$ cat src/dea_pkg.sv
// constants shared by the data eeprom access controller and its array
// assumes a 100 MHz system clock and an avalon-mm slave with byte addresses
//
// How it works
// [RULE_01] capture off: array read answers like rom
// [RULE_02] capture on: writes fill one of 16 latches
// [RULE_03] program start writes latches into last row
// [RULE_04] software keeps latched writes inside one row
// [RULE_05] cycle end clears both bits, then interrupt
// [RULE_06] vector fetch clears pending completion interrupt
// [RULE_07] latches clear at end/fall; rewrites and together
// [RULE_08] latch contents never readable
// [RULE_09] wait entered only once no cycle runs
// [RULE_10] halt aborts any running cycle at once
// [RULE_11] capture on: array read returns nothing driven
// [RULE_12] capture off: array writes are ignored
// [RULE_13] software should not break a running cycle
// [RULE_14] control register resets 00, bits 7:3 zero
// [RULE_15] capture clear by software only when idle
// [RULE_16] program start reads one throughout the cycle
// [RULE_17] erase and program chained and timed inside
// [RULE_18] cycle durations are clock-count parameters
package dea_pkg;

    // register byte addresses on the bus
    localparam logic [11:0] CSR_OFS      = 12'h02C;
    localparam logic [11:0] IRQ_STAT_OFS = 12'h030;
    localparam logic [11:0] IRQ_MASK_OFS = 12'h034;
    // array window: address bits 11:10 equal to this value
    localparam logic [1:0]  ARRAY_SEL    = 2'h1;

    // control/status field positions and reset
    localparam int          CSR_PGM_BIT  = 0;
    localparam int          CSR_CAP_BIT  = 1;
    localparam int          CSR_IE_BIT   = 2;
    localparam logic [7:0]  CSR_RST      = 8'h00;
    localparam logic        IRQ_STAT_RST = 1'b0;
    localparam logic        IRQ_MASK_RST = 1'b1;

    // array geometry
    localparam int          LATCH_COUNT  = 16;
    localparam int          IDX_W        = 4;
    localparam int          ROW_W        = 4;
    localparam int          ARR_AW       = 8;
    localparam int          ARR_DEPTH    = 256;
    localparam logic [7:0]  LATCH_ERASED = 8'hFF;

    // cycle timing
    localparam int          CLK_PERIOD_NS = 10;
    localparam int          ERASE_TIME_US = 1000;
    localparam int          PROG_TIME_US  = 1000;
    localparam int          ERASE_CYCLES  =
        (ERASE_TIME_US * 1000 + CLK_PERIOD_NS - 1) / CLK_PERIOD_NS;
    localparam int          PROG_CYCLES   =
        (PROG_TIME_US * 1000 + CLK_PERIOD_NS - 1) / CLK_PERIOD_NS;
    localparam int          CNT_W         = 24;

    // programming sequence states
    typedef enum logic [1:0] {
        PS_IDLE,
        PS_ERASE,
        PS_BURST,
        PS_PROG
    } dea_prog_e;

endpackage

$ cat src/dea_mem.sv
// byte array of the data eeprom, one write or read port
// assumes the owner arbitrates the port; read data is registered
`timescale 1ns/1ps
module dea_mem #(
    parameter int DATA_W = 8,
    parameter int DEPTH  = 256,
    parameter int AW     = 8
) (
    // clock
    input  wire logic              i_clk,
    // access port
    input  wire logic              i_we,
    input  wire logic [AW-1:0]     i_addr,
    input  wire logic [DATA_W-1:0] i_wdata,
    output logic      [DATA_W-1:0] o_rdata
);

    logic [DATA_W-1:0] mem_reg [DEPTH];

    // write on strobe, read data out of a register
    always_ff @(posedge i_clk) begin
        if (i_we) begin
            mem_reg[i_addr] <= i_wdata;
        end
        o_rdata <= mem_reg[i_addr];
    end

endmodule // dea_mem

$ cat src/dea_ctrl.sv
// data eeprom access controller: bus slave, row latches, timed cycle
// assumes an avalon-mm master holding each request until waitrequest
// is low, and cpu wait/halt/vector-fetch strobes synchronous to clock
`timescale 1ns/1ps
module dea_ctrl #(
    parameter int ERASE_CYC = dea_pkg::ERASE_CYCLES,
    parameter int PROG_CYC  = dea_pkg::PROG_CYCLES
) (
    // clock and reset
    input  wire logic        I_CLK_SYS,
    input  wire logic        I_SRST,
    // avalon-mm slave
    input  wire logic [11:0] I_AVS_ADDRESS,
    input  wire logic        I_AVS_READ,
    input  wire logic        I_AVS_WRITE,
    input  wire logic [31:0] I_AVS_WRITEDATA,
    input  wire logic [3:0]  I_AVS_BYTEENABLE,
    output logic      [31:0] O_AVS_READDATA,
    output logic             O_AVS_WAITREQUEST,
    // cpu power and interrupt hooks
    input  wire logic        I_VECTOR_FETCH,
    input  wire logic        I_SLEEP_WAIT_INSTRUCTION,
    input  wire logic        I_HALT,
    // status outputs
    output logic             O_IRQ,
    output logic             O_EE_WAIT,
    output logic             O_EE_HALTED
);

    localparam int LC = dea_pkg::LATCH_COUNT;
    localparam int IW = dea_pkg::IDX_W;
    localparam int RW = dea_pkg::ROW_W;
    localparam int AW = dea_pkg::ARR_AW;
    localparam int CW = dea_pkg::CNT_W;

    // true when the byte address falls in the array window
    function automatic logic is_array(input logic [11:0] a);
        is_array = (a[11:10] == dea_pkg::ARRAY_SEL);
    endfunction

    // array byte index of a bus address
    function automatic logic [AW-1:0] arr_index(input logic [11:0] a);
        arr_index = a[9:2];
    endfunction

    // bus handshake state
    logic                   wait_reg;
    logic                   rd_pend_reg;
    logic [31:0]            rdata_reg;

    // control/status bits
    logic                   ie_reg;
    logic                   cap_reg;
    logic                   pgm_reg;
    logic                   cap_d_reg;

    // interrupt status and mask
    logic                   stat_reg;
    logic                   mask_reg;
    logic                   irq_reg;

    // power-mode outputs
    logic                   ee_wait_reg;
    logic                   halted_reg;

    // programming sequencer
    dea_pkg::dea_prog_e     ps_reg;
    logic [CW-1:0]          cnt_reg;
    logic [IW-1:0]          k_reg;

    // row latches
    logic [7:0]             latch_reg [LC];
    logic [LC-1:0]          valid_reg;
    logic [RW-1:0]          row_reg;

    // array port
    logic                   mem_we;
    logic [AW-1:0]          mem_addr;
    logic [7:0]             mem_rdata;

    // decode and events
    logic                   req;
    logic                   take;
    logic                   sel_csr;
    logic                   sel_stat;
    logic                   sel_mask;
    logic                   sel_arr;
    logic                   wr_en;
    logic                   csr_wr;
    logic                   arr_wr;
    logic                   arr_rd;
    logic                   stat_rd;
    logic                   mask_wr;
    logic                   start;
    logic                   sw_abort;
    logic                   abort;
    logic                   prog_done;
    logic [7:0]             csr_val;
    logic [31:0]            rd_mux;

    // address decode
    assign sel_csr  = (I_AVS_ADDRESS == dea_pkg::CSR_OFS);
    assign sel_stat = (I_AVS_ADDRESS == dea_pkg::IRQ_STAT_OFS);
    assign sel_mask = (I_AVS_ADDRESS == dea_pkg::IRQ_MASK_OFS);
    assign sel_arr  = is_array(I_AVS_ADDRESS);

    // a request is taken once; array reads wait while the burst owns the
    // array port
    assign req  = I_AVS_READ | I_AVS_WRITE;
    assign take = req && wait_reg && !rd_pend_reg
                  && !(I_AVS_READ && sel_arr
                       && ps_reg == dea_pkg::PS_BURST);

    // write strobes; only the low byte lane carries data
    assign wr_en   = take && I_AVS_WRITE && I_AVS_BYTEENABLE[0];
    assign csr_wr  = wr_en && sel_csr;
    assign mask_wr = wr_en && sel_mask;
    assign arr_wr  = wr_en && sel_arr && cap_reg && !pgm_reg; // [RULE_12]
    assign stat_rd = take && I_AVS_READ && sel_stat;
    // capture on leaves the array out of the read path
    assign arr_rd  = take && I_AVS_READ && sel_arr && !cap_reg; // [RULE_11]

    // sequencer control events
    assign start = csr_wr && I_AVS_WRITEDATA[dea_pkg::CSR_PGM_BIT]
                   && !pgm_reg && !I_HALT
                   && (cap_reg || I_AVS_WRITEDATA[dea_pkg::CSR_CAP_BIT]);
    assign sw_abort = csr_wr && pgm_reg
                      && !I_AVS_WRITEDATA[dea_pkg::CSR_PGM_BIT];
    assign abort = I_HALT || sw_abort; // [RULE_10]
    assign prog_done = (ps_reg == dea_pkg::PS_PROG) && (cnt_reg == '0)
                       && !abort;

    // register view: bits 7:3 are forced to zero
    assign csr_val = {5'h00, ie_reg, cap_reg, pgm_reg}; // [RULE_14]

    // read data selection; latches have no read path at all
    always_comb begin
        rd_mux = 32'h0000_0000; // [RULE_08]
        if (sel_csr) begin
            rd_mux = {24'h00_0000, csr_val};
        end else if (sel_stat) begin
            rd_mux = {31'h0000_0000, stat_reg};
        end else if (sel_mask) begin
            rd_mux = {31'h0000_0000, mask_reg};
        end
    end

    // array port: burst writes latched bytes, otherwise bus reads
    always_comb begin
        mem_we   = 1'b0;
        mem_addr = arr_index(I_AVS_ADDRESS);
        if (ps_reg == dea_pkg::PS_BURST) begin
            mem_we   = valid_reg[k_reg]; // [RULE_03]
            mem_addr = {row_reg, k_reg};
        end
    end

    // byte array
    dea_mem #(
        .DATA_W (8),
        .DEPTH  (dea_pkg::ARR_DEPTH),
        .AW     (AW)
    ) u_mem (
        .i_clk   (I_CLK_SYS),
        .i_we    (mem_we),
        .i_addr  (mem_addr),
        .i_wdata (latch_reg[k_reg]),
        .o_rdata (mem_rdata)
    );

    // bus handshake: waitrequest drops for one cycle per request
    always_ff @(posedge I_CLK_SYS) begin
        if (I_SRST) begin
            wait_reg    <= 1'b1;
            rd_pend_reg <= 1'b0;
            rdata_reg   <= 32'h0000_0000;
        end else if (!wait_reg) begin
            wait_reg <= 1'b1;
        end else if (rd_pend_reg) begin
            // array byte arrives one cycle after its address
            rdata_reg   <= {24'h00_0000, mem_rdata}; // [RULE_01]
            rd_pend_reg <= 1'b0;
            wait_reg    <= 1'b0;
        end else if (take) begin
            // array reads keep the old word until their byte arrives
            if (arr_rd) begin
                rd_pend_reg <= 1'b1;
            end else begin
                rdata_reg <= rd_mux;
                wait_reg  <= 1'b0;
            end
        end
    end

    // interrupt enable, capture mode and program start bits
    always_ff @(posedge I_CLK_SYS) begin
        if (I_SRST) begin
            ie_reg  <= dea_pkg::CSR_RST[dea_pkg::CSR_IE_BIT]; // [RULE_14]
            cap_reg <= dea_pkg::CSR_RST[dea_pkg::CSR_CAP_BIT];
            pgm_reg <= dea_pkg::CSR_RST[dea_pkg::CSR_PGM_BIT];
        end else begin
            if (csr_wr) begin
                ie_reg <= I_AVS_WRITEDATA[dea_pkg::CSR_IE_BIT];
            end
            if (prog_done) begin
                // both bits drop together at cycle end
                pgm_reg <= 1'b0; // [RULE_05]
                cap_reg <= 1'b0;
            end else if (I_HALT) begin
                pgm_reg <= 1'b0; // [RULE_10]
            end else if (csr_wr) begin
                if (I_AVS_WRITEDATA[dea_pkg::CSR_CAP_BIT]) begin
                    cap_reg <= 1'b1;
                end else if (!pgm_reg) begin
                    cap_reg <= 1'b0; // [RULE_15]
                end
                if (start) begin
                    pgm_reg <= 1'b1; // [RULE_16]
                end else if (sw_abort) begin
                    pgm_reg <= 1'b0; // [RULE_13]
                end
            end
        end
    end

    // previous capture bit, for the falling-edge latch clear
    always_ff @(posedge I_CLK_SYS) begin
        if (I_SRST) begin
            cap_d_reg <= 1'b0;
        end else begin
            cap_d_reg <= cap_reg;
        end
    end

    // erase, burst write and program phases run back to back
    always_ff @(posedge I_CLK_SYS) begin
        if (I_SRST) begin
            ps_reg  <= dea_pkg::PS_IDLE;
            cnt_reg <= '0;
            k_reg   <= '0;
        end else if (abort) begin
            ps_reg  <= dea_pkg::PS_IDLE; // [RULE_10]
            cnt_reg <= '0;
            k_reg   <= '0;
        end else begin
            case (ps_reg)
                dea_pkg::PS_IDLE: begin
                    if (start) begin
                        ps_reg  <= dea_pkg::PS_ERASE;
                        cnt_reg <= CW'(ERASE_CYC - 1); // [RULE_18]
                    end
                end
                dea_pkg::PS_ERASE: begin
                    if (cnt_reg == '0) begin
                        ps_reg <= dea_pkg::PS_BURST; // [RULE_17]
                        k_reg  <= '0;
                    end else begin
                        cnt_reg <= cnt_reg - 1'b1;
                    end
                end
                dea_pkg::PS_BURST: begin
                    k_reg <= k_reg + 1'b1;
                    if (k_reg == IW'(LC - 1)) begin
                        ps_reg  <= dea_pkg::PS_PROG; // [RULE_17]
                        cnt_reg <= CW'(PROG_CYC - 1); // [RULE_18]
                    end
                end
                dea_pkg::PS_PROG: begin
                    if (cnt_reg == '0) begin
                        ps_reg <= dea_pkg::PS_IDLE;
                    end else begin
                        cnt_reg <= cnt_reg - 1'b1;
                    end
                end
                default: begin
                    ps_reg <= dea_pkg::PS_IDLE;
                end
            endcase
        end
    end

    // row latches: erased state is all ones, rewrites and into it
    always_ff @(posedge I_CLK_SYS) begin
        if (I_SRST || prog_done || (cap_d_reg && !cap_reg)) begin
            for (int i = 0; i < LC; i++) begin
                latch_reg[i] <= dea_pkg::LATCH_ERASED; // [RULE_07]
            end
            valid_reg <= '0;
        end else if (arr_wr) begin
            latch_reg[I_AVS_ADDRESS[5:2]] <=
                latch_reg[I_AVS_ADDRESS[5:2]]
                & I_AVS_WRITEDATA[7:0]; // [RULE_07]
            valid_reg[I_AVS_ADDRESS[5:2]] <= 1'b1; // [RULE_02]
        end
    end

    // row address follows the most recent captured write
    always_ff @(posedge I_CLK_SYS) begin
        if (I_SRST) begin
            row_reg <= '0;
        end else if (arr_wr) begin
            row_reg <= I_AVS_ADDRESS[9:6]; // [RULE_03]
        end
    end

    // completion status: set wins over read clear and vector fetch
    always_ff @(posedge I_CLK_SYS) begin
        if (I_SRST) begin
            stat_reg <= dea_pkg::IRQ_STAT_RST;
        end else if (prog_done && ie_reg) begin
            stat_reg <= 1'b1; // [RULE_05]
        end else if (stat_rd || I_VECTOR_FETCH) begin
            stat_reg <= 1'b0; // [RULE_06]
        end
    end

    // interrupt mask
    always_ff @(posedge I_CLK_SYS) begin
        if (I_SRST) begin
            mask_reg <= dea_pkg::IRQ_MASK_RST;
        end else if (mask_wr) begin
            mask_reg <= I_AVS_WRITEDATA[0];
        end
    end

    // interrupt line and power-mode flags
    always_ff @(posedge I_CLK_SYS) begin
        if (I_SRST) begin
            irq_reg     <= 1'b0;
            ee_wait_reg <= 1'b0;
            halted_reg  <= 1'b0;
        end else begin
            irq_reg     <= stat_reg & mask_reg;
            // a running cycle finishes before wait is entered
            ee_wait_reg <= I_SLEEP_WAIT_INSTRUCTION
                           && (ps_reg == dea_pkg::PS_IDLE)
                           && !start; // [RULE_09]
            halted_reg  <= I_HALT; // [RULE_10]
        end
    end

    // outputs
    assign O_AVS_READDATA    = rdata_reg;
    assign O_AVS_WAITREQUEST = wait_reg;
    assign O_IRQ             = irq_reg;
    assign O_EE_WAIT         = ee_wait_reg;
    assign O_EE_HALTED       = halted_reg;

endmodule // dea_ctrl

$ cat config.mk
export PLATFORM = sky130hd
export DESIGN_NAME = dea_ctrl
export DESIGN_NICKNAME = d
export VERILOG_FILES = /design/src/dea_pkg.sv /design/src/dea_mem.sv /design/src/dea_ctrl.sv
export SDC_FILE = /design/constraint.sdc
export NUM_CORES = 2
export LEC_CHECK = 0
export BUFFER_PORTS_ARGS = -buffer_cell sky130_fd_sc_hd__buf_2
export CORE_MARGIN = 10
export CORE_UTILIZATION = 47
export DETAILED_ROUTE_END_ITERATION = 16
export PLACE_DENSITY = 0.68
export SYNTH_ARGS = -nofsm -noshare
export SYNTH_HDL_FRONTEND = slang
export SYNTH_SLANG_ARGS = --single-unit
$ cat constraint.sdc
create_clock -name I_CLK_SYS -period 4.15 [get_ports I_CLK_SYS]
set_input_delay 0.2075 -clock I_CLK_SYS [delete_from_list [all_inputs] [get_ports I_CLK_SYS]]
set_output_delay 0.2075 -clock I_CLK_SYS [all_outputs]
set_load 0.02 [all_outputs]
==> flow_metrics.env <==
export IMPL_status="completed"
export IMPL_cp_max_fo=33
export IMPL_synth_seq_area_share_pct=75.25
export IMPL_whs_endpoint="latch_reg[12][5]"
export IMPL_drcViolationCount=0
export IMPL_dieHeight_um=455.1
export IMPL_coreArea_um2=188000
export IMPL_io_buffers=39
export IMPL_ir_drop_mv=0.4689
export IMPL_cp_end_kind="flop"
export IMPL_gp_congestion=0.8603
export IMPL_vias_per_cell=5.970
export IMPL_num_antenna_cells=0
export IMPL_final_nets=5534
export IMPL_largest_reg_flops=2048
export IMPL_synth_area_top_cells="edfxtp_1 (73%), mux4_2 (11%), nand2_1 (3.1%), dfxtp_1 (1.8%), nor2_1 (1.4%)"
export IMPL_fillers=14260
export IMPL_synth_edf_count=2176
export IMPL_relSlewSlack_pct=14.34
export IMPL_die_area_um2=207100
export IMPL_cts_root_buf="clkbuf_16"
export IMPL_grt_pass1_vias=48080
export IMPL_postSynthAreaPerCell_um2=17.67
export IMPL_clk_path_buf_depth=3
export IMPL_dieWidth_um=455.1
export IMPL_final_min_clock_period_ns=3.830
export IMPL_worstPathArrival_ns=4.57
export IMPL_drt_wirelength_per_cell_um=26.78
export IMPL_cts_sinks=2257
export IMPL_clk_pin_slew_worst_paths_ns=0.06
export IMPL_finalMaxSlewViolations=0
export IMPL_cts_tree="done"
export IMPL_ys_flop_type="edfxtp_1"
export IMPL_hp_class="input pin to flop"
export IMPL_post_route_util_pct=54.39
export IMPL_firstDrtPassIters=8
export IMPL_synth_area_um2=88990
export IMPL_r2r_slack_ns=0.32
export IMPL_hpwl_um=135400
export IMPL_fin_setup_tns_ns=0
export IMPL_r2r_start="ps_reg[0]"
export IMPL_min_from="I_AVS_WRITEDATA[5]"
export IMPL_placed_cells=7722
export IMPL_ys_seq_elements=2257
export IMPL_synth_cell_types=59
export IMPL_yosys_area_top_type="edfxtp_1"
export IMPL_drive_above_1_share_pct=22.86
export IMPL_wirelength_um=218200
export IMPL_fmax_mhz=261.1
export IMPL_syn_to_final_growth_pct=14.92
export IMPL_numCtsBuffers=215
export IMPL_required_ns=4.89
export IMPL_setup_viol=0
export IMPL_final_hold_violation_count=0
export IMPL_fin_cells=8147
export IMPL_grt_pass1_wl_um=320900
export IMPL_worstMarginPinSlew_ns=1.285
export IMPL_hold_depth=3
export IMPL_multiInputGateArea_um2=20750
export IMPL_r2r_end="u_mem.o_rdata[7]"
export IMPL_async_flop_share_pct=0
export IMPL_maxCapViolCount=0
export IMPL_post_cts_setup_buffer_count=0
export IMPL_final_antenna_net_count=0
export IMPL_synth_top_area_share_pct=73.43
export IMPL_start_kind="flop"
export IMPL_crit_type="flop to flop"
export IMPL_seq_area_um2=66970
export IMPL_fin_crit_sh_pct=92.30
export IMPL_rows=159
export IMPL_syn_instance_count=5037
export IMPL_overflow=0
export IMPL_power_density_nw_per_um2=440.9
export IMPL_grt_setup_unrepaired="no"
export IMPL_drt_iter0_drc=6241
export IMPL_rr_worst_depth=11
export IMPL_power_leakage_nw=30.36
export IMPL_ioPinCount=91
export IMPL_antenna_found_initial=6
export IMPL_htreeDepth=4
export IMPL_num_vias=48640
export IMPL_worstSkewPairLatency_ns=0.87
export IMPL_clock_skew_final_ns=0.04432
export IMPL_start_util_pct=47.33
export IMPL_yosysWarnings=0
export IMPL_grt_max_degree=129
export IMPL_grt_use_total_pct=20.83
[worst max-delay path by stage]
stage	start	to	cells past startpoint
final	ps_reg[0]	u_mem.o_rdata[7]	11
after global routing	ps_reg[0]	u_mem.o_rdata[7]	11
after CTS	ps_reg[0]	u_mem.o_rdata[7]	11
after detailed placement	ps_reg[0]	u_mem.o_rdata[7]	11
after global placement	ps_reg[0]	u_mem.o_rdata[7]	11
after floorplan	flop	u_mem.mem_reg[0][1]	4
[cell usage in the layout, fill, tap and decap left out, drive strengths merged, types with 24 or more instances in the layout]
cell type and instances:
edfxtp 2176, mux2i 90, nor2 346, mux4 437
nand4 121, nor3 30, a21oi 39, buf 492
a32oi 81, o21ai 35, dfxtp 81, a22oi 167
clkbuf 265, nand3 168, conb 24, nand2 731
clkinv 100, dlygate4sd3 27
[final cells by class]
| cell class | count | area share [%] |
|---|---|---|
| multi-input combinational | 2464 | 20.29 |
| tap | 2495 | 3.053 |
| sequential | 2257 | 65.48 |
| timing repair buffer | 519 | 4.515 |
| clock inverter | 133 | 1.128 |
| inverter | 14 | 0.05139 |
| clock buffer | 265 | 5.474 |
[metal layers]
metal,GRT usage [%],up-vias,wire (um)
met5,0,-,35
met4,7.185,6,7711
met1,28.91,25100,86400
met2,33.48,2273,105700
met3,3.707,390,18370
li1,-,20870,-
[report_power, final]
part / internal [mW] / leakage (nW) / switching (mW)
clock: 10.3 / 3.26 / 8.45
sequential: 24.6 / 17.8 / 0.0248
combinational: 0.625 / 9.28 / 1.06
total: 35.6 / 30.4 / 9.53
[cell families (layout without fill, tap and decap cells)]
| kind of cell | after synthesis | after routing | share of synthesized area (%) |
|---|---|---|---|
| and+or+nand+nor | 1492 | 1492 | 7.422 |
| adders and majority gates | 8 | 8 | 0.1125 |
| DFF | 2257 | 2257 | 75.25 |
| AOI/OAI and AO/OA | 391 | 391 | 3.240 |
| muxes | 529 | 529 | 12.10 |
| xor gates and xnor gates | 20 | 20 | 0.1968 |
| other | 1 | 24 | 0.004214 |
| buffers and inverters | 339 | 931 | 1.676 |
[cells in the mapped netlist, types with 6 or more instances]
master    number
a21o_1         9
a21oi_1       39
a221oi_1       8
a22o_1         8
a22oi_1      167
a31oi_1       15
a32oi_1       81
and2_1         6
buf_1         32
buf_2         88
buf_4         27
clkbuf_1     177
dfxtp_1       81
edfxtp_1    2176
ha_1           8
inv_1         14
mux2i_1       90
mux4_2       437
nand2_1      730
nand2b_1      12
nand3_1      168
nand3b_1      10
nand4_1      121
nand4b_1       6
nor2_1       335
nor2_2        11
nor2b_1        7
nor3_1        23
nor3_2         6
nor3b_1        6
nor4_2         9
o21ai_0       29
o21ai_1        6
o31ai_1       17
or2_2          6
or3_1         13
xnor2_1       20
[what timing repair did]
| item | in CTS | in global routing |
|---|---|---|
| hold endpoints to repair | 31 | 0 |
| resized for setup | 0 | 2 |
| hold buffers | 27 | 0 |
| setup endpoints to repair | 0 | 11 |
[critical path, stage by stage, from the launching register on]
cell     delay (ns)
dfxtp_1        0.40
inv_1          0.11
ha_2           0.24
mux2_8         0.49
buf_12         0.31
buf_12         0.22
mux4_2         0.57
a22oi_1        0.25
nand4_1        0.25
o21ai_1        0.49
buf_4          0.22
nand4_1        0.06
[metrics by stage]
step           total power [mW]  cell area [um^2]  hold WS (ns)  setup WS (ns)
6_report                  45.08            102300       0.09645         0.3198
5_1_grt                   46.36            102300       0.09405         0.1725
4_1_cts                   45.34            102300       0.02692         0.2008
3_5_place_dp              26.78             95240        0.4390         0.2001
3_3_place_gp              26.77             95240        0.4325         0.1899
2_1_floorplan             26.15             89070        0.2836         0.3365
No activity file was read; power rests on OpenSTA's default activity.
